==> config.mk <==
export PLATFORM = sky130hd
export DESIGN_NAME = long_press_reset_timer
export DESIGN_NICKNAME = d
export VERILOG_FILES = /design/src/common/reset_timer_pkg.sv /design/src/verilog/long_press_reset_timer.sv /design/src/verilog/tick_divider.sv
export VERILOG_INCLUDE_DIRS = /design/src /design/src/common
export SDC_FILE = /design/constraint.sdc
export NUM_CORES = 1
export LEC_CHECK = 0
export CAP_MARGIN = 0
export CORE_MARGIN = 2
export CORE_UTILIZATION = 50
export DETAILED_ROUTE_END_ITERATION = 10
export DONT_BUFFER_PORTS = 1
export PLACE_DENSITY_LB_ADDON = 0.08
export SETUP_SLACK_MARGIN = 0.02
export SLEW_MARGIN = 10
export SYNTH_ARGS = -nofsm -noshare
export SYNTH_HDL_FRONTEND = slang
export SYNTH_SLANG_ARGS = --single-unit
export TNS_END_PERCENT = 10
==> constraint.sdc <==
create_clock -name sys_clk -period 2.11 [get_ports sys_clk]
set_input_delay 0.1055 -clock sys_clk [delete_from_list [all_inputs] [get_ports sys_clk]]
set_output_delay 0.1055 -clock sys_clk [all_outputs]
set_load 0.01 [all_outputs]
==> src/common/reset_timer_map.svh <==
// Timing constants and configuration codes of the long-press reset timer.
`ifndef RESET_TIMER_MAP_SVH
`define RESET_TIMER_MAP_SVH
`define CLK_MHZ 100
`define TICK_US 100
`define TICK_CYCLES (`TICK_US * `CLK_MHZ)
`define CNT_W 17
`define DLY_7P5_US 7500000
`define DLY_11P25_US 11250000
`define DLY_10_US 10000000
`define DLY_3P0_US 3000000
`define REL_0P234_US 234000
`define REL_0P313_US 313000
`define REL_0P078_US 78000
`define REL_0P1875_US 187500
`define TICKS(us) ((us) / `TICK_US)
`define CFG_7P5_234 2'h0
`define CFG_10_313 2'h1
`define CFG_10_078 2'h2
`define CFG_3P0_1875 2'h3
`endif

==> src/common/reset_timer_pkg.sv <==
// Types shared by the long-press reset timer design.
`include "reset_timer_map.svh"
package reset_timer_pkg;
    typedef enum logic [1:0] {
        ST_IDLE = 2'b00,
        ST_COUNT = 2'b01,
        ST_ASSERT = 2'b10,
        ST_LOCKOUT = 2'b11
    } state_t;

    typedef struct packed {
        logic a_n;
        logic b_n;
    } trig_t;

    typedef struct packed {
        logic [`CNT_W-1:0] delay;
        logic [`CNT_W-1:0] release_t;
    } timing_t;
endpackage : reset_timer_pkg

==> src/verilog/long_press_reset_timer.sv <==
// Long-press reset timer driven by two active-low trigger inputs.
`timescale 1ns/1ns
`include "reset_timer_map.svh"
module long_press_reset_timer #(
    parameter bit STRAP_VARIANT = 1'b1,
    parameter logic [1:0] FIXED_CFG = `CFG_7P5_234,
    parameter int unsigned TICK_CYCLES = `TICK_CYCLES
) (
    // Clock and reset
    input wire logic sys_clk,
    input wire logic rst,
    // Key triggers, active low
    input wire logic trigger_in_a_n,
    input wire logic trigger_in_b_n,
    // Delay-select strap
    input wire logic delay_sel,
    // Reset toward the host, active low
    output logic reset_out_n
);
    reset_timer_pkg::state_t state_reg;
    reset_timer_pkg::state_t state_next;
    logic [`CNT_W-1:0] cnt_reg;
    logic [`CNT_W-1:0] cnt_next;
    logic strap_reg;
    logic strap_next;
    logic strap_taken_reg;
    logic reset_reg;
    logic reset_next;
    reset_timer_pkg::trig_t trig;
    reset_timer_pkg::timing_t timing;
    logic both_low;
    logic tick;
    logic restart;
    logic delay_done;
    logic release_done;

    // Delay and release lengths in timebase ticks for the chosen variant.
    function automatic reset_timer_pkg::timing_t pick_timing(input logic strap_var, input logic strap,
                                                             input logic [1:0] cfg);
        reset_timer_pkg::timing_t t;
        t.delay = `CNT_W'(`TICKS(`DLY_7P5_US));
        t.release_t = `CNT_W'(`TICKS(`REL_0P234_US));
        if (strap_var) begin
            if (strap) begin
                t.delay = `CNT_W'(`TICKS(`DLY_11P25_US));
            end
        end else begin
            case (cfg)
                `CFG_10_313: begin
                    t.delay = `CNT_W'(`TICKS(`DLY_10_US));
                    t.release_t = `CNT_W'(`TICKS(`REL_0P313_US));
                end
                `CFG_10_078: begin
                    t.delay = `CNT_W'(`TICKS(`DLY_10_US));
                    t.release_t = `CNT_W'(`TICKS(`REL_0P078_US));
                end
                `CFG_3P0_1875: begin
                    t.delay = `CNT_W'(`TICKS(`DLY_3P0_US));
                    t.release_t = `CNT_W'(`TICKS(`REL_0P1875_US));
                end
                default: begin
                    t.delay = `CNT_W'(`TICKS(`DLY_7P5_US));
                    t.release_t = `CNT_W'(`TICKS(`REL_0P234_US));
                end
            endcase
        end
        return t;
    endfunction : pick_timing

    assign trig = '{a_n: trigger_in_a_n, b_n: trigger_in_b_n};
    // A single-key board ties the other trigger low, so this AND still works.
    assign both_low = !trig.a_n && !trig.b_n;
    assign timing = pick_timing(STRAP_VARIANT, strap_reg, FIXED_CFG);

    // Counting restarts from zero on entry to the delay or the asserted phase.
    assign restart = state_reg != state_next;

    tick_divider #(
        .PERIOD(TICK_CYCLES)
    ) tick_divider_inst (
        .sys_clk(sys_clk),
        .rst(rst),
        .clr(restart),
        .tick(tick)
    );

    // The timebase gives delay*TICK_CYCLES cycles exactly, well inside ten percent.
    assign delay_done = tick && cnt_reg == timing.delay - `CNT_W'(1);
    assign release_done = tick && cnt_reg == timing.release_t - `CNT_W'(1);

    // The strap is caught once after reset; a later change cannot glitch the delay.
    always_ff @(posedge sys_clk or posedge rst) begin
        if (rst) begin
            strap_taken_reg <= 1'b0;
            strap_reg <= 1'b0;
        end else begin
            strap_taken_reg <= 1'b1;
            strap_reg <= strap_next;
        end
    end

    assign strap_next = strap_taken_reg ? strap_reg : delay_sel;

    always_comb begin
        state_next = state_reg;
        case (state_reg)
            reset_timer_pkg::ST_IDLE: begin
                if (both_low && strap_taken_reg) begin
                    state_next = reset_timer_pkg::ST_COUNT;
                end
            end
            reset_timer_pkg::ST_COUNT: begin
                if (!both_low) begin
                    state_next = reset_timer_pkg::ST_IDLE;
                end else if (delay_done) begin
                    state_next = reset_timer_pkg::ST_ASSERT;
                end
            end
            reset_timer_pkg::ST_ASSERT: begin
                if (!both_low) begin
                    state_next = reset_timer_pkg::ST_IDLE;
                end else if (!STRAP_VARIANT && release_done) begin
                    state_next = reset_timer_pkg::ST_LOCKOUT;
                end
            end
            default: begin
                if (!both_low) begin
                    state_next = reset_timer_pkg::ST_IDLE;
                end
            end
        endcase
    end

    always_comb begin
        if (restart) begin
            cnt_next = '0;
        end else if (tick) begin
            cnt_next = cnt_reg + `CNT_W'(1);
        end else begin
            cnt_next = cnt_reg;
        end
        reset_next = state_next == reset_timer_pkg::ST_ASSERT;
    end

    always_ff @(posedge sys_clk or posedge rst) begin
        if (rst) begin
            state_reg <= reset_timer_pkg::ST_IDLE;
            cnt_reg <= '0;
            reset_reg <= 1'b0;
        end else begin
            state_reg <= state_next;
            cnt_reg <= cnt_next;
            reset_reg <= reset_next;
        end
    end

    assign reset_out_n = !reset_reg;
endmodule : long_press_reset_timer

==> src/verilog/tick_divider.sv <==
// Divider that turns the system clock into a one-cycle timebase tick.
`timescale 1ns/1ns
`include "reset_timer_map.svh"
module tick_divider #(
    parameter int unsigned PERIOD = `TICK_CYCLES
) (
    // Clock and reset
    input wire logic sys_clk,
    input wire logic rst,
    // Control and tick
    input wire logic clr,
    output logic tick
);
    localparam int W = $clog2(PERIOD + 1);
    localparam logic [W-1:0] LAST = W'(PERIOD - 1);

    logic [W-1:0] div_reg;
    logic [W-1:0] div_next;

    // Restarting on clear gives every interval an exact whole number of periods.
    always_comb begin
        if (clr || div_reg == LAST) begin
            div_next = '0;
        end else begin
            div_next = div_reg + W'(1);
        end
    end

    always_ff @(posedge sys_clk or posedge rst) begin
        if (rst) begin
            div_reg <= '0;
        end else begin
            div_reg <= div_next;
        end
    end

    // The tick ignores the clear, so the clear raised by a tick-driven state change cannot loop back into the tick.
    assign tick = div_reg == LAST;
endmodule : tick_divider
==> report_table.html, run 1 <==
<table>
<tr><th>Metric</th><th>Value</th></tr>
<tr><th colspan="2">Timing</th></tr>
<tr><td>Final Hold Violating Endpoints</td><td>0</td></tr>
<tr><td>Fin Clk Skew</td><td>0.00641 ns</td></tr>
<tr><td>Final setup slack of the worst path</td><td>0.171 ns</td></tr>
<tr><td>Total setup violations reported at the end of the flow</td><td>0</td></tr>
<tr><td>Setup Total Neg Slack</td><td>0 ns</td></tr>
<tr><td>Max-slew headroom</td><td>63.6%</td></tr>
<tr><td>Achievable Freq</td><td>0.516 GHz</td></tr>
<tr><td>Worst-margin pin slew</td><td>0.539 ns</td></tr>
<tr><td>Final critical-path required period</td><td>1.94 ns</td></tr>
<tr><td>Setup repair after global routing missed its margin</td><td>no</td></tr>
<tr><td>Crit share post-route</td><td>91.9%</td></tr>
<tr><td>Fin. max-slew vios</td><td>0</td></tr>
<tr><th colspan="2">Detailed routing</th></tr>
<tr><td>Vias</td><td>1318</td></tr>
<tr><td>Post-detailed-route via-to-cell ratio</td><td>5.58</td></tr>
<tr><td>TritonRoute pass-1 iters</td><td>4</td></tr>
<tr><td>Count of unresolved DRC violations after routing</td><td>0</td></tr>
<tr><td>Antenna violation net count after detailed routing</td><td>0</td></tr>
<tr><td>Routed len/inst</td><td>14.0 µm</td></tr>
<tr><td>DRC marker count from the first detailed-route iteration</td><td>55</td></tr>
<tr><td>Sum of routed wire length over all layers</td><td>3.31 mm</td></tr>
<tr><th colspan="2">Clock network</th></tr>
<tr><td>Clk pin slew, worst setup/hold paths</td><td>0.07 ns</td></tr>
<tr><td>Number of clock sinks</td><td>36</td></tr>
<tr><td>Num CTS Buffers</td><td>5</td></tr>
<tr><td>Latest clock arrival within the worst-skew pair</td><td>0.28 ns</td></tr>
<tr><td>Maximum clock path buffer count</td><td>2</td></tr>
<tr><td>Buffer cell driving the clock tree root</td><td>sky130_fd_sc_hd__clkbuf_8</td></tr>
<tr><td>TritonCTS clock tree</td><td>yes</td></tr>
<tr><td>Depth of the CTS H-tree</td><td>2</td></tr>
<tr><td>Resized cells post-CTS</td><td>0</td></tr>
<tr><th colspan="2">Logic synthesis</th></tr>
<tr><td>Fraction of the yosys area taken by sequential cells</td><td>48.9%</td></tr>
<tr><td>Number of enable-type register cells in the synthesized netlist</td><td>0</td></tr>
<tr><td>Syn_area_per_cell</td><td>10.1 µm²</td></tr>
<tr><td>Post-synth cell types</td><td>33</td></tr>
<tr><td>Synthesized Nets</td><td>189</td></tr>
<tr><td>Gate Count Post-Synth</td><td>182</td></tr>
<tr><td>Yosys reg bits</td><td>36</td></tr>
<tr><td>Share of flip-flops with an asynchronous set or reset</td><td>100%</td></tr>
<tr><td>Yosys warning count</td><td>0</td></tr>
<tr><td>Post-synthesis instance area</td><td>1840 µm²</td></tr>
<tr><td>Commonest register cell after synthesis</td><td>sky130_fd_sc_hd__dfrtp_1</td></tr>
<tr><th colspan="2">Power</th></tr>
<tr><td>Switching Share</td><td>24.8%</td></tr>
<tr><td>Cell Int Power</td><td>1010 µW</td></tr>
<tr><td>Proportion of power drawn by flip-flops and latches</td><td>56.7%</td></tr>
<tr><td>Leakage power figure</td><td>0.000839 µW</td></tr>
<tr><td>Worst-case vdd ir drop</td><td>0.000455 V</td></tr>
<tr><td>Switching component of the power</td><td>331 µW</td></tr>
<tr><td>Clock group share of total power</td><td>34.2%</td></tr>
<tr><td>Power density relative to cell area</td><td>673 nW/µm²</td></tr>
<tr><td>Logic gate share of total power</td><td>9.2%</td></tr>
<tr><th colspan="2">Final layout</th></tr>
<tr><td>Number of inserted filler cells in the final layout</td><td>349</td></tr>
<tr><td>Count of placed standard cells in the final layout, fillers left out</td><td>236</td></tr>
<tr><td>Number of flip-flops in the largest register</td><td>17</td></tr>
<tr><td>Fraction of final layout cells sized beyond drive strength 1</td><td>10.6%</td></tr>
<tr><td>Commonest non-fill, non-tap cells in the layout</td><td>sky130_fd_sc_hd__nor2_1 (37), sky130_fd_sc_hd__dfrtp_1 (36), sky130_fd_sc_hd__xnor2_1 (18), sky130_fd_sc_hd__nand2_1 (15)</td></tr>
<tr><td>Net count reported at finish</td><td>195</td></tr>
<tr><td>Area overhead of the layout relative to synthesis</td><td>7.95%</td></tr>
<tr><td>Most common cell after layout, fill and taps aside</td><td>sky130_fd_sc_hd__nor2_1</td></tr>
<tr><td>Final cell utilization of the core</td><td>55.1%</td></tr>
<tr><td>Count of antenna diodes in the layout</td><td>0</td></tr>
<tr><th colspan="2">Placement</th></tr>
<tr><td>Routability Congestion</td><td>0.779</td></tr>
<tr><td>Number of I/O port buffers</td><td>0</td></tr>
<tr><td>Post-detailed-placement half-perimeter wirelength</td><td>2.39 mm</td></tr>
<tr><td>Cell count after placement</td><td>227</td></tr>
<tr><td>Pre-CTS WS</td><td>0.157 ns</td></tr>
<tr><th colspan="2">Floorplan</th></tr>
<tr><td>Cell Rows</td><td>22</td></tr>
<tr><td>Overall die area</td><td>4180 µm²</td></tr>
<tr><td>Die Y-Extent</td><td>64.7 µm</td></tr>
<tr><td>Boundary pin count</td><td>6</td></tr>
<tr><td>Initial Util</td><td>51.1%</td></tr>
<tr><td>Core region area</td><td>3610 µm²</td></tr>
<tr><td>DIE WIDTH</td><td>64.7 µm</td></tr>
<tr><th colspan="2">Global routing</th></tr>
<tr><td>Maximum number of pins on one net before global-route repair</td><td>25</td></tr>
<tr><td>Global-route wire length before repair</td><td>6.07 mm</td></tr>
<tr><td>Total congestion overflow after global routing</td><td>0</td></tr>
<tr><td>Number of global-route vias before repair</td><td>1337</td></tr>
<tr><td>Number of antenna violations at the first check in global routing</td><td>0</td></tr>
<tr><td>Overall routing resource usage</td><td>19.2%</td></tr>
<tr><th colspan="2">Critical path</th></tr>
<tr><td>Critical-path top delay cell</td><td>sky130_fd_sc_hd__nor4b_1</td></tr>
<tr><td>Element type at the critical path end</td><td>register</td></tr>
<tr><td>Critical-path cell list</td><td>nand4_1 &gt; nor4b_1 &gt; o2111ai_4 &gt; o31ai_4 &gt; buf_12 &gt; nor2_1</td></tr>
<tr><td>Cell count of the worst reg-to-reg path</td><td>6</td></tr>
<tr><td>Type of element launching the critical path</td><td>register</td></tr>
<tr><td>Stage delay of the slowest cell on the critical path</td><td>0.53 ns</td></tr>
<tr><td>Largest fanout on the critical path</td><td>17</td></tr>
<tr><td>Crit Path Category</td><td>reg -&gt; reg</td></tr>
<tr><td>Critical path arrival</td><td>2.11 ns</td></tr>
<tr><td>Req. time, crit path</td><td>2.28 ns</td></tr>
<tr><th colspan="2">Min path</th></tr>
<tr><td>Classification of the worst-slack hold path</td><td>in -&gt; reg</td></tr>
<tr><td>Worst hold path stage count</td><td>2</td></tr>
<tr><th colspan="2">Flow run</th></tr>
<tr><td>Maximum Capacitance Violations</td><td>0</td></tr>
<tr><th colspan="2">Status</th></tr>
<tr><td>Outcome</td><td>finished clean</td></tr>
</table>
power by group through the flow:
stage,clock network (µW),logic (µW),registers [µW]
after floorplan,0,93.9,763
after global placement,0,116,769
after detailed placement,0,120,771
after CTS,476,125,758
after global routing,512,141,765
final,457,123,758
logic make-up after synthesis:
group	share of synthesized area [%]
AO/OA/AOI/OAI	4.55
XOR/XNOR	13.3
adder cells (fa/ha/maj)	1.36
buffers and inverters	3.12
flip-flops	48.9
multiplexers	0.611
other	0.204
AND/OR/NAND/NOR	27.9
final cells by class:
type | count | area, µm² | share of cell area, %
Tap cell | 48 | 60.1 | 3.02
Clock buffer | 6 | 72.6 | 3.65
Timing Repair Buffer | 5 | 55.1 | 2.77
Multi-Input combinational cell | 137 | 883 | 44.4
Sequential cell | 36 | 901 | 45.3
Clock inverter | 1 | 5.00 | 0.252
Inverter | 3 | 11.3 | 0.566
critical path, delay by kind of cell, from the launching register on:
kind | cells | cell delay, ns
AO/OA/AOI/OAI | 2 | 0.47
AND/OR/NAND/NOR | 3 | 0.72
flip-flops | 1 | 0.46
buffers and inverters | 1 | 0.18
synthesized netlist by cell type, types with 2 or more instances:
cell	instances	share of area [%]
sky130_fd_sc_hd__inv_1	3	0.61
sky130_fd_sc_hd__dfrtp_1	36	49
sky130_fd_sc_hd__xnor2_1	18	8.6
sky130_fd_sc_hd__ha_1	2	1.4
sky130_fd_sc_hd__and3_1	6	2.0
sky130_fd_sc_hd__xor2_1	10	4.8
sky130_fd_sc_hd__buf_6	3	1.8
sky130_fd_sc_hd__nand2_1	15	3.1
sky130_fd_sc_hd__clkbuf_1	2	0.41
sky130_fd_sc_hd__nand4_1	7	2.4
sky130_fd_sc_hd__and4_1	3	1.4
sky130_fd_sc_hd__nor2_1	37	7.5
sky130_fd_sc_hd__o21a_1	2	0.81
sky130_fd_sc_hd__nor4b_2	2	1.6
sky130_fd_sc_hd__nand3_1	10	2.7
sky130_fd_sc_hd__nor3_1	9	2.4
worst paths after layout:
| check | from | to | slack (ns) |
|---|---|---|---|
| max | cnt_reg[12]$_DFFE_PP0P_ | cnt_reg[16]$_DFFE_PP0P_ | 0.17 |
| min | trigger_in_b_n | state_reg[1]$_DFF_PP0_ | 0.03 |
| max reg2reg | cnt_reg[12]$_DFFE_PP0P_ | cnt_reg[16]$_DFFE_PP0P_ | 0.17 |
| min reg2reg | tick_divider_inst.div_reg[0]$_DFF_PP0_ | tick_divider_inst.div_reg[0]$_DFF_PP0_ | 0.45 |
| max in group asynchronous | rst | cnt_reg[13]$_DFFE_PP0P_ | 1.15 |
| min in group asynchronous | rst | strap_taken_reg$_DFF_PP0_ | 0.27 |
stage by stage:
stage	instance area, µm²	power [µW]	hold slack (ns)
6_report	1990	1340	0.0282
5_1_grt	1990	1420	0.0321
4_1_cts	1990	1360	0.0220
3_5_place_dp	1890	892	0.0325
3_3_place_gp	1890	885	0.0216
2_1_floorplan	1840	857	0.256
routing by layer:
| layer | GRT usage (%) | wire length (µm) |
|---|---|---|
| met5 | 0 | 0 |
| met4 | 6.38 | 48 |
| met3 | 5.73 | 129 |
| met2 | 30.9 | 1630 |
| met1 | 24.8 | 1500 |
timing repair:
| action | CTS | global route |
|---|---|---|
| endpoints found under the setup margin | 0 | 0 |
| setup buffers | 0 | 0 |
| hold buffers | 2 | 0 |
| hold endpoints to repair | 13 | 0 |
(Power assumes the default switching activity.)
==> run 2, diff against run 1 <==
--- a/config.mk
+++ b/config.mk
@@ -9,6 +9,7 @@
 export CAP_MARGIN = 0
 export CORE_MARGIN = 2
 export CORE_UTILIZATION = 50
+export CTS_BUF_LIST = sky130_fd_sc_hd__clkbuf_4
 export DETAILED_ROUTE_END_ITERATION = 10
 export DONT_BUFFER_PORTS = 1
 export PLACE_DENSITY_LB_ADDON = 0.08
==> run 2 against run 1 <==
Effect of this change: critical path depth did not move; clock power is 23% lower; cell count up 0.85%; design area decreased by 0.38%; via count decreased by 0.23%; register-to-register slack is essentially flat; worst setup slack worse by 0.0061 ns; die area did not move; global-route usage decreased by 0.11 points; non-clock buffer count increased by 2.
==> report_table.html, run 2 (synthesis results as in run 1) <==
<table>
<tr><th>Metric</th><th>Value</th></tr>
<tr><th colspan="2">Status</th></tr>
<tr><td>Outcome</td><td>finished clean</td></tr>
<tr><th colspan="2">Timing</th></tr>
<tr><td>Final setup slack of the worst path</td><td>0.165 ns (-0.00609 ns)</td></tr>
<tr><td>Worst-margin pin slew</td><td>0.539 ns (-0.000409 ns)</td></tr>
<tr><td>Fin. max-slew vios</td><td>0 (unchanged)</td></tr>
<tr><td>Final Hold Violating Endpoints</td><td>0 (unchanged)</td></tr>
<tr><td>Crit share post-route</td><td>92.2% (+0.29 points)</td></tr>
<tr><td>Achievable Freq</td><td>0.514 GHz (-0.31%)</td></tr>
<tr><td>Total setup violations reported at the end of the flow</td><td>0 (unchanged)</td></tr>
<tr><td>Setup Total Neg Slack</td><td>0 ns (unchanged)</td></tr>
<tr><td>Fin Clk Skew</td><td>0.0150 ns (+0.00859 ns)</td></tr>
<tr><td>Final critical-path required period</td><td>1.95 ns (+0.00609 ns)</td></tr>
<tr><td>Setup repair after global routing missed its margin</td><td>no</td></tr>
<tr><td>Max-slew headroom</td><td>63.6% (about the same)</td></tr>
<tr><th colspan="2">Detailed routing</th></tr>
<tr><td>Post-detailed-route via-to-cell ratio</td><td>5.53 (-1.1%)</td></tr>
<tr><td>Count of unresolved DRC violations after routing</td><td>0 (unchanged)</td></tr>
<tr><td>Sum of routed wire length over all layers</td><td>3.29 mm (-0.60%)</td></tr>
<tr><td>Vias</td><td>1315 (-0.23%)</td></tr>
<tr><td>TritonRoute pass-1 iters</td><td>4 (unchanged)</td></tr>
<tr><td>DRC marker count from the first detailed-route iteration</td><td>45 (-18%)</td></tr>
<tr><td>Antenna violation net count after detailed routing</td><td>0 (unchanged)</td></tr>
<tr><td>Routed len/inst</td><td>13.8 µm (-1.4%)</td></tr>
<tr><th colspan="2">Global routing</th></tr>
<tr><td>GR Util met1</td><td>24.8% (unchanged)</td></tr>
<tr><td>Met2 track utilization from global routing</td><td>31.3% (+0.39 points)</td></tr>
<tr><td>Maximum number of pins on one net before global-route repair</td><td>25 (unchanged)</td></tr>
<tr><td>Global route hottest layer</td><td>met2</td></tr>
<tr><td>Met3 Resource Use GR</td><td>5.73% (unchanged)</td></tr>
<tr><td>Overall routing resource usage</td><td>19.1% (-0.11 points)</td></tr>
<tr><td>Total congestion overflow after global routing</td><td>0 (unchanged)</td></tr>
<tr><td>Number of antenna violations at the first check in global routing</td><td>0 (unchanged)</td></tr>
<tr><td>Global-route wire length before repair</td><td>6.10 mm (+0.56%)</td></tr>
<tr><td>Number of global-route vias before repair</td><td>1363 (+1.9%)</td></tr>
<tr><th colspan="2">Critical path</th></tr>
<tr><td>Launching instance or port of the critical path</td><td>cnt_reg[12]$_DFFE_PP0P_</td></tr>
<tr><td>Minimum setup slack among reg-to-reg paths</td><td>0.16 ns (about the same)</td></tr>
<tr><td>Critical path arrival</td><td>2.16 ns (+0.05 ns)</td></tr>
<tr><td>Element type at the critical path end</td><td>register</td></tr>
<tr><td>Req. time, crit path</td><td>2.33 ns (+0.05 ns)</td></tr>
<tr><td>Type of element launching the critical path</td><td>register</td></tr>
<tr><td>Crit Path Category</td><td>reg -&gt; reg</td></tr>
<tr><td>Largest fanout on the critical path</td><td>17 (unchanged)</td></tr>
<tr><td>Origin of the critical flop-to-flop path</td><td>cnt_reg[12]$_DFFE_PP0P_</td></tr>
<tr><td>Cell count of the worst reg-to-reg path</td><td>6 (unchanged)</td></tr>
<tr><th colspan="2">Clock network</th></tr>
<tr><td>Clk pin slew, worst setup/hold paths</td><td>0.10 ns (+0.03 ns)</td></tr>
<tr><td>Number of clock sinks</td><td>36 (unchanged)</td></tr>
<tr><td>Depth of the CTS H-tree</td><td>2 (unchanged)</td></tr>
<tr><td>Maximum clock path buffer count</td><td>2 (unchanged)</td></tr>
<tr><td>Number of buffers inserted to repair setup after CTS</td><td>0 (unchanged)</td></tr>
<tr><td>TritonCTS clock tree</td><td>yes</td></tr>
<tr><td>Buffer cell driving the clock tree root</td><td>sky130_fd_sc_hd__clkbuf_4</td></tr>
<tr><td>Num CTS Buffers</td><td>5 (unchanged)</td></tr>
<tr><td>Resized cells post-CTS</td><td>0 (unchanged)</td></tr>
<tr><td>Total of hold buffers inserted after clock tree synthesis</td><td>4 (+2)</td></tr>
<tr><td>Latest clock arrival within the worst-skew pair</td><td>0.33 ns (+0.05 ns)</td></tr>
<tr><th colspan="2">Power</th></tr>
<tr><td>Power density relative to cell area</td><td>623 nW/µm² (-7.5%)</td></tr>
<tr><td>Proportion of power drawn by flip-flops and latches</td><td>61.4% (+4.7 points)</td></tr>
<tr><td>Clock group share of total power</td><td>28.5% (-5.7 points)</td></tr>
<tr><td>Worst-case vdd ir drop</td><td>0.000378 V (-17%)</td></tr>
<tr><td>Logic gate share of total power</td><td>10.1% (+0.9 points)</td></tr>
<tr><td>Switching Share</td><td>25.4% (+0.68 points)</td></tr>
<tr><td>Leakage power figure</td><td>0.000839 µW (about the same)</td></tr>
<tr><td>Cell Int Power</td><td>920 µW (-8.6%)</td></tr>
<tr><td>Switching component of the power</td><td>314 µW (-5.3%)</td></tr>
<tr><th colspan="2">Final layout</th></tr>
<tr><td>Number of flip-flops in the largest register</td><td>17 (unchanged)</td></tr>
<tr><td>Commonest non-fill, non-tap cells in the layout</td><td>sky130_fd_sc_hd__nor2_1 (37), sky130_fd_sc_hd__dfrtp_1 (36), sky130_fd_sc_hd__xnor2_1 (18), sky130_fd_sc_hd__nand2_1 (15)</td></tr>
<tr><td>Count of antenna diodes in the layout</td><td>0 (unchanged)</td></tr>
<tr><td>Net count reported at finish</td><td>197 (+1.0%)</td></tr>
<tr><td>Fraction of final layout cells sized beyond drive strength 1</td><td>11.1% (+0.41 points)</td></tr>
<tr><td>Most common cell after layout, fill and taps aside</td><td>sky130_fd_sc_hd__nor2_1</td></tr>
<tr><td>Area overhead of the layout relative to synthesis</td><td>7.54%</td></tr>
<tr><td>Final cell utilization of the core</td><td>54.9% (-0.21 points)</td></tr>
<tr><td>Final std cell area, no fill</td><td>1980 µm² (-0.38%)</td></tr>
<tr><th colspan="2">Placement</th></tr>
<tr><td>Routability Congestion</td><td>0.779 (unchanged)</td></tr>
<tr><td>Number of I/O port buffers</td><td>0 (unchanged)</td></tr>
<tr><td>Pre-CTS WS</td><td>0.157 ns (unchanged)</td></tr>
<tr><td>Placed cell area</td><td>1890 µm² (unchanged)</td></tr>
<tr><td>Post-detailed-placement half-perimeter wirelength</td><td>2.39 mm (unchanged)</td></tr>
<tr><th colspan="2">Floorplan</th></tr>
<tr><td>Die Y-Extent</td><td>64.7 µm (unchanged)</td></tr>
<tr><td>DIE WIDTH</td><td>64.7 µm (unchanged)</td></tr>
<tr><td>Overall die area</td><td>4180 µm² (unchanged)</td></tr>
<tr><td>Core region area</td><td>3610 µm² (unchanged)</td></tr>
<tr><td>Initial Util</td><td>51.1% (unchanged)</td></tr>
<tr><td>Boundary pin count</td><td>6 (unchanged)</td></tr>
<tr><td>Cell Rows</td><td>22 (unchanged)</td></tr>
<tr><th colspan="2">Min path</th></tr>
<tr><td>Classification of the worst-slack hold path</td><td>in -&gt; reg</td></tr>
<tr><td>Worst hold path stage count</td><td>3 (+1)</td></tr>
<tr><td>Startpoint of the most critical hold path</td><td>trigger_in_a_n</td></tr>
<tr><th colspan="2">Flow run</th></tr>
<tr><td>Maximum Capacitance Violations</td><td>0 (unchanged)</td></tr>
</table>
-- run 2: cell count changes in the layout (fill, tap and decap cells not counted), sizes merged --
| cell | change |
|---|---|
| dlygate4sd3 | +2 |
-- run 2: power by group through the flow --
stage | logic [µW] | clock network [µW] | registers (µW)
finish | 124 | 351 | 758
global route | 144 | 404 | 765
CTS | 127 | 368 | 758
detailed placement | 120 | 0 | 771
global placement | 116 | 0 | 769
floorplan | 93.9 | 0 | 763
-- run 2: area by class of cell --
cell class | count | area (µm²)
clock buffer | 6 | 45.0
multi-input combinational | 137 | 883
timing repair buffer | 7 | 75.1
clock inverter | 1 | 5.00
fill | 345 | 1630
inverter | 3 | 11.3
tap | 48 | 60.1
sequential | 36 | 901
-- run 2: final timing paths --
check	end
worst max register to register	cnt_reg[16]$_DFFE_PP0P_
min in group asynchronous	tick_divider_inst.div_reg[2]$_DFF_PP0_
max in group asynchronous	cnt_reg[13]$_DFFE_PP0P_
worst min-delay path	state_reg[0]$_DFF_PP0_
worst min register to register	tick_divider_inst.div_reg[0]$_DFF_PP0_
worst max-delay path	cnt_reg[16]$_DFFE_PP0P_
-- run 2: worst max-delay path, stage by stage, from the launching register on --
cell	delay, ns
sky130_fd_sc_hd__dfrtp_1	0.48
sky130_fd_sc_hd__nand4_1	0.14
sky130_fd_sc_hd__nor4b_1	0.52
sky130_fd_sc_hd__o2111ai_4	0.22
sky130_fd_sc_hd__o31ai_4	0.25
sky130_fd_sc_hd__buf_12	0.18
sky130_fd_sc_hd__nor2_1	0.05
-- run 2: routing by layer --
metal / vias to the layer above / share of wire (%) / routed length, µm
li1: 634 / - / -
met3: 5 / 3.2 / 104
met5: - / 0 / 0
met2: 18 / 49 / 1620
met4: 0 / 1.0 / 33
met1: 658 / 46 / 1530
-- run 2: stage by stage --
step	instances	hold WS (ns)	total power [µW]
after floorplan	182	0.256	857
after global placement	227	0.0216	885
after detailed placement	227	0.0325	892
after CTS	238	0.00919	1250
after global routing	238	0.0265	1310
final	238	0.0301	1230
==> run 3, diff against run 2 <==
--- a/config.mk
+++ b/config.mk
@@ -7,7 +7,7 @@
 export NUM_CORES = 1
 export LEC_CHECK = 0
 export CAP_MARGIN = 0
-export CORE_MARGIN = 2
+export CORE_MARGIN = 5
 export CORE_UTILIZATION = 50
 export CTS_BUF_LIST = sky130_fd_sc_hd__clkbuf_4
 export DETAILED_ROUTE_END_ITERATION = 10
==> run 3 against run 2 <==
Effect of this change: sequential share of layout area decreased by 0.29 points; design area rose by 0.63%; flip-flop and latch count stayed put; critical endpoint is now cnt_reg[4]$_DFFE_PP0P_.
==> report_table.html, run 3 (synthesis results as in run 1) <==
<table>
<tr><th>Metric</th><th>Value</th></tr>
<tr><th colspan="2">Clock network</th></tr>
<tr><td>Depth of the CTS H-tree</td><td>2 (unchanged)</td></tr>
<tr><td>Maximum clock path buffer count</td><td>2 (unchanged)</td></tr>
<tr><td>Number of clock sinks</td><td>36 (unchanged)</td></tr>
<tr><td>Number of buffers inserted to repair setup after CTS</td><td>0 (unchanged)</td></tr>
<tr><td>TritonCTS clock tree</td><td>yes</td></tr>
<tr><td>Latest clock arrival within the worst-skew pair</td><td>0.34 ns (about the same)</td></tr>
<tr><td>Num CTS Buffers</td><td>5 (unchanged)</td></tr>
<tr><td>Buffer cell driving the clock tree root</td><td>sky130_fd_sc_hd__clkbuf_4</td></tr>
<tr><td>Clk pin slew, worst setup/hold paths</td><td>0.11 ns (about the same)</td></tr>
<tr><th colspan="2">Floorplan</th></tr>
<tr><td>Boundary pin count</td><td>6 (unchanged)</td></tr>
<tr><td>Overall die area</td><td>5000 µm² (+19%)</td></tr>
<tr><td>Initial Util</td><td>51.1% (unchanged)</td></tr>
<tr><td>Cell Rows</td><td>22 (unchanged)</td></tr>
<tr><td>Die Y-Extent</td><td>70.7 µm (+9.3%)</td></tr>
<tr><td>DIE WIDTH</td><td>70.7 µm (+9.3%)</td></tr>
<tr><td>Core region area</td><td>3610 µm² (unchanged)</td></tr>
<tr><th colspan="2">Final layout</th></tr>
<tr><td>Net count reported at finish</td><td>197 (unchanged)</td></tr>
<tr><td>Commonest non-fill, non-tap cells in the layout</td><td>sky130_fd_sc_hd__nor2_1 (37), sky130_fd_sc_hd__dfrtp_1 (36), sky130_fd_sc_hd__xnor2_1 (18), sky130_fd_sc_hd__nand2_1 (15)</td></tr>
<tr><td>Fraction of final layout cells sized beyond drive strength 1</td><td>11.5% (+0.47 points)</td></tr>
<tr><td>Most common cell after layout, fill and taps aside</td><td>sky130_fd_sc_hd__nor2_1</td></tr>
<tr><td>Count of antenna diodes in the layout</td><td>0 (unchanged)</td></tr>
<tr><td>Area overhead of the layout relative to synthesis</td><td>8.22%</td></tr>
<tr><td>Number of inserted filler cells in the final layout</td><td>319 (-7.5%)</td></tr>
<tr><td>Number of flip-flops in the largest register</td><td>17 (unchanged)</td></tr>
<tr><td>Final cell utilization of the core</td><td>55.3% (+0.35 points)</td></tr>
<tr><th colspan="2">Timing</th></tr>
<tr><td>Total setup violations reported at the end of the flow</td><td>0 (unchanged)</td></tr>
<tr><td>Fin Clk Skew</td><td>0.00852 ns (-0.00648 ns)</td></tr>
<tr><td>Fin. max-slew vios</td><td>0 (unchanged)</td></tr>
<tr><td>Setup Total Neg Slack</td><td>0 ns (unchanged)</td></tr>
<tr><td>Crit share post-route</td><td>92.4% (+0.24 points)</td></tr>
<tr><td>Final Hold Violating Endpoints</td><td>0 (unchanged)</td></tr>
<tr><td>Final critical-path required period</td><td>1.95 ns (+0.00517 ns)</td></tr>
<tr><td>Final setup slack of the worst path</td><td>0.160 ns (-0.00517 ns)</td></tr>
<tr><td>Setup repair after global routing missed its margin</td><td>no</td></tr>
<tr><td>Achievable Freq</td><td>0.513 GHz (-0.26%)</td></tr>
<tr><th colspan="2">Critical path</th></tr>
<tr><td>Element type at the critical path end</td><td>register</td></tr>
<tr><td>Critical path arrival</td><td>2.18 ns (+0.02 ns)</td></tr>
<tr><td>Req. time, crit path</td><td>2.34 ns (about the same)</td></tr>
<tr><td>Cell count of the worst reg-to-reg path</td><td>6 (unchanged)</td></tr>
<tr><td>Type of element launching the critical path</td><td>register</td></tr>
<tr><td>Largest fanout on the critical path</td><td>17 (unchanged)</td></tr>
<tr><td>Crit Path Category</td><td>reg -&gt; reg</td></tr>
<tr><th colspan="2">Detailed routing</th></tr>
<tr><td>Vias</td><td>1317 (+0.15%)</td></tr>
<tr><td>Count of unresolved DRC violations after routing</td><td>0 (unchanged)</td></tr>
<tr><td>Post-detailed-route via-to-cell ratio</td><td>5.51 (-0.27%)</td></tr>
<tr><td>Antenna violation net count after detailed routing</td><td>0 (unchanged)</td></tr>
<tr><td>DRC marker count from the first detailed-route iteration</td><td>56 (+24%)</td></tr>
<tr><td>Routed len/inst</td><td>14.7 µm (+6.3%)</td></tr>
<tr><td>Sum of routed wire length over all layers</td><td>3.51 mm (+6.8%)</td></tr>
<tr><td>TritonRoute pass-1 iters</td><td>4 (unchanged)</td></tr>
<tr><th colspan="2">Global routing</th></tr>
<tr><td>Total congestion overflow after global routing</td><td>0 (unchanged)</td></tr>
<tr><td>Number of antenna violations at the first check in global routing</td><td>0 (unchanged)</td></tr>
<tr><td>Overall routing resource usage</td><td>16.4% (-2.7 points)</td></tr>
<tr><td>Number of global-route vias before repair</td><td>1390 (+2.0%)</td></tr>
<tr><td>Global-route wire length before repair</td><td>6.38 mm (+4.6%)</td></tr>
<tr><td>Maximum number of pins on one net before global-route repair</td><td>25 (unchanged)</td></tr>
<tr><th colspan="2">Min path</th></tr>
<tr><td>Worst hold path stage count</td><td>3 (unchanged)</td></tr>
<tr><td>Classification of the worst-slack hold path</td><td>in -&gt; reg</td></tr>
<tr><th colspan="2">Power</th></tr>
<tr><td>Leakage power figure</td><td>0.000841 µW (+0.27%)</td></tr>
<tr><td>Total Power Consumption</td><td>1250 µW (+1.6%)</td></tr>
<tr><td>Power density relative to cell area</td><td>629 nW/µm² (+0.98%)</td></tr>
<tr><td>Worst-case vdd ir drop</td><td>0.000415 V (+9.9%)</td></tr>
<tr><th colspan="2">Status</th></tr>
<tr><td>Outcome</td><td>finished clean</td></tr>
<tr><th colspan="2">Placement</th></tr>
<tr><td>Routability Congestion</td><td>0.814 (+4.6%)</td></tr>
<tr><td>Post-detailed-placement half-perimeter wirelength</td><td>2.44 mm (+2.2%)</td></tr>
<tr><td>Number of I/O port buffers</td><td>0 (unchanged)</td></tr>
<tr><td>Pre-CTS WS</td><td>0.186 ns (+0.0292 ns)</td></tr>
<tr><th colspan="2">Flow run</th></tr>
<tr><td>Maximum Capacitance Violations</td><td>0 (unchanged)</td></tr>
</table>
run 3: cell types whose count changed in the layout (fill, tap and decap cells not counted), sizes merged:
cell,before,now
clkbuf,6,7
run 3: where the power goes:
part	internal, µW	total, µW	leakage [µW]	switching (µW)
logic	57.2	123	0.000315	66.2
clock network	154	373	0.0000338	219
registers	726	757	0.000492	31.0
total	937	1250	0.000841	317
run 3: timing repair:
action,4_1_cts,5_1_grt
hold endpoints to repair,14,0
hold buffers,4,0
gates resized for setup,0,1
setup endpoints to repair,0,17
run 3: metal layers:
metal | wire, µm | vias up | share of wire [%] | GRT usage (%)
li1 | - | 639 | - | -
met1 | 1540 | 645 | 44 | 20.1
met2 | 1730 | 26 | 49 | 26.2
met3 | 171 | 7 | 4.9 | 5.11
met4 | 65 | 0 | 1.9 | 7.72
met5 | 0 | - | 0 | 0
run 3: critical path, cell delays in order (launching register included):
cell and delay [ns]:
sky130_fd_sc_hd__dfrtp_1 0.45, sky130_fd_sc_hd__or4_4 0.57, sky130_fd_sc_hd__nor3_4 0.17, sky130_fd_sc_hd__o2111ai_4 0.17, sky130_fd_sc_hd__o31ai_4 0.24, sky130_fd_sc_hd__buf_12 0.18
sky130_fd_sc_hd__nor2_1 0.06
run 3: path summary, 6_finish.rpt:
| path | start | endpoint | slack, ns |
|---|---|---|---|
| max in group asynchronous | rst | tick_divider_inst.div_reg[9]$_DFF_PP0_ | 1.19 |
| hold reg to reg | tick_divider_inst.div_reg[0]$_DFF_PP0_ | tick_divider_inst.div_reg[0]$_DFF_PP0_ | 0.46 |
| setup reg to reg | cnt_reg[9]$_DFFE_PP0P_ | cnt_reg[4]$_DFFE_PP0P_ | 0.16 |
| min in group asynchronous | rst | state_reg[1]$_DFF_PP0_ | 0.22 |
| hold / removal | trigger_in_a_n | state_reg[0]$_DFF_PP0_ | 0.02 |
| setup / recovery | cnt_reg[9]$_DFFE_PP0P_ | cnt_reg[4]$_DFFE_PP0P_ | 0.16 |
run 3: stage by stage:
stage | instances | instance area (µm²) | hold slack, ns
after global routing | 239 | 1990 | 0.0403
after CTS | 239 | 1990 | 0.0151
final | 239 | 1990 | 0.0250
after global placement | 227 | 1890 | 0.0219
after floorplan | 182 | 1840 | 0.256
after detailed placement | 227 | 1890 | 0.0454
run 3: layout make-up:
class	count	area (µm²)	share of cell area, %
tap	48	60.1	3.01
inverter	3	11.3	0.565
timing repair buffer	7	75.1	3.77
sequential	36	901	45.2
multi-input combinational	137	890	44.6
clock buffer	7	52.6	2.64
clock inverter	1	3.75	0.188
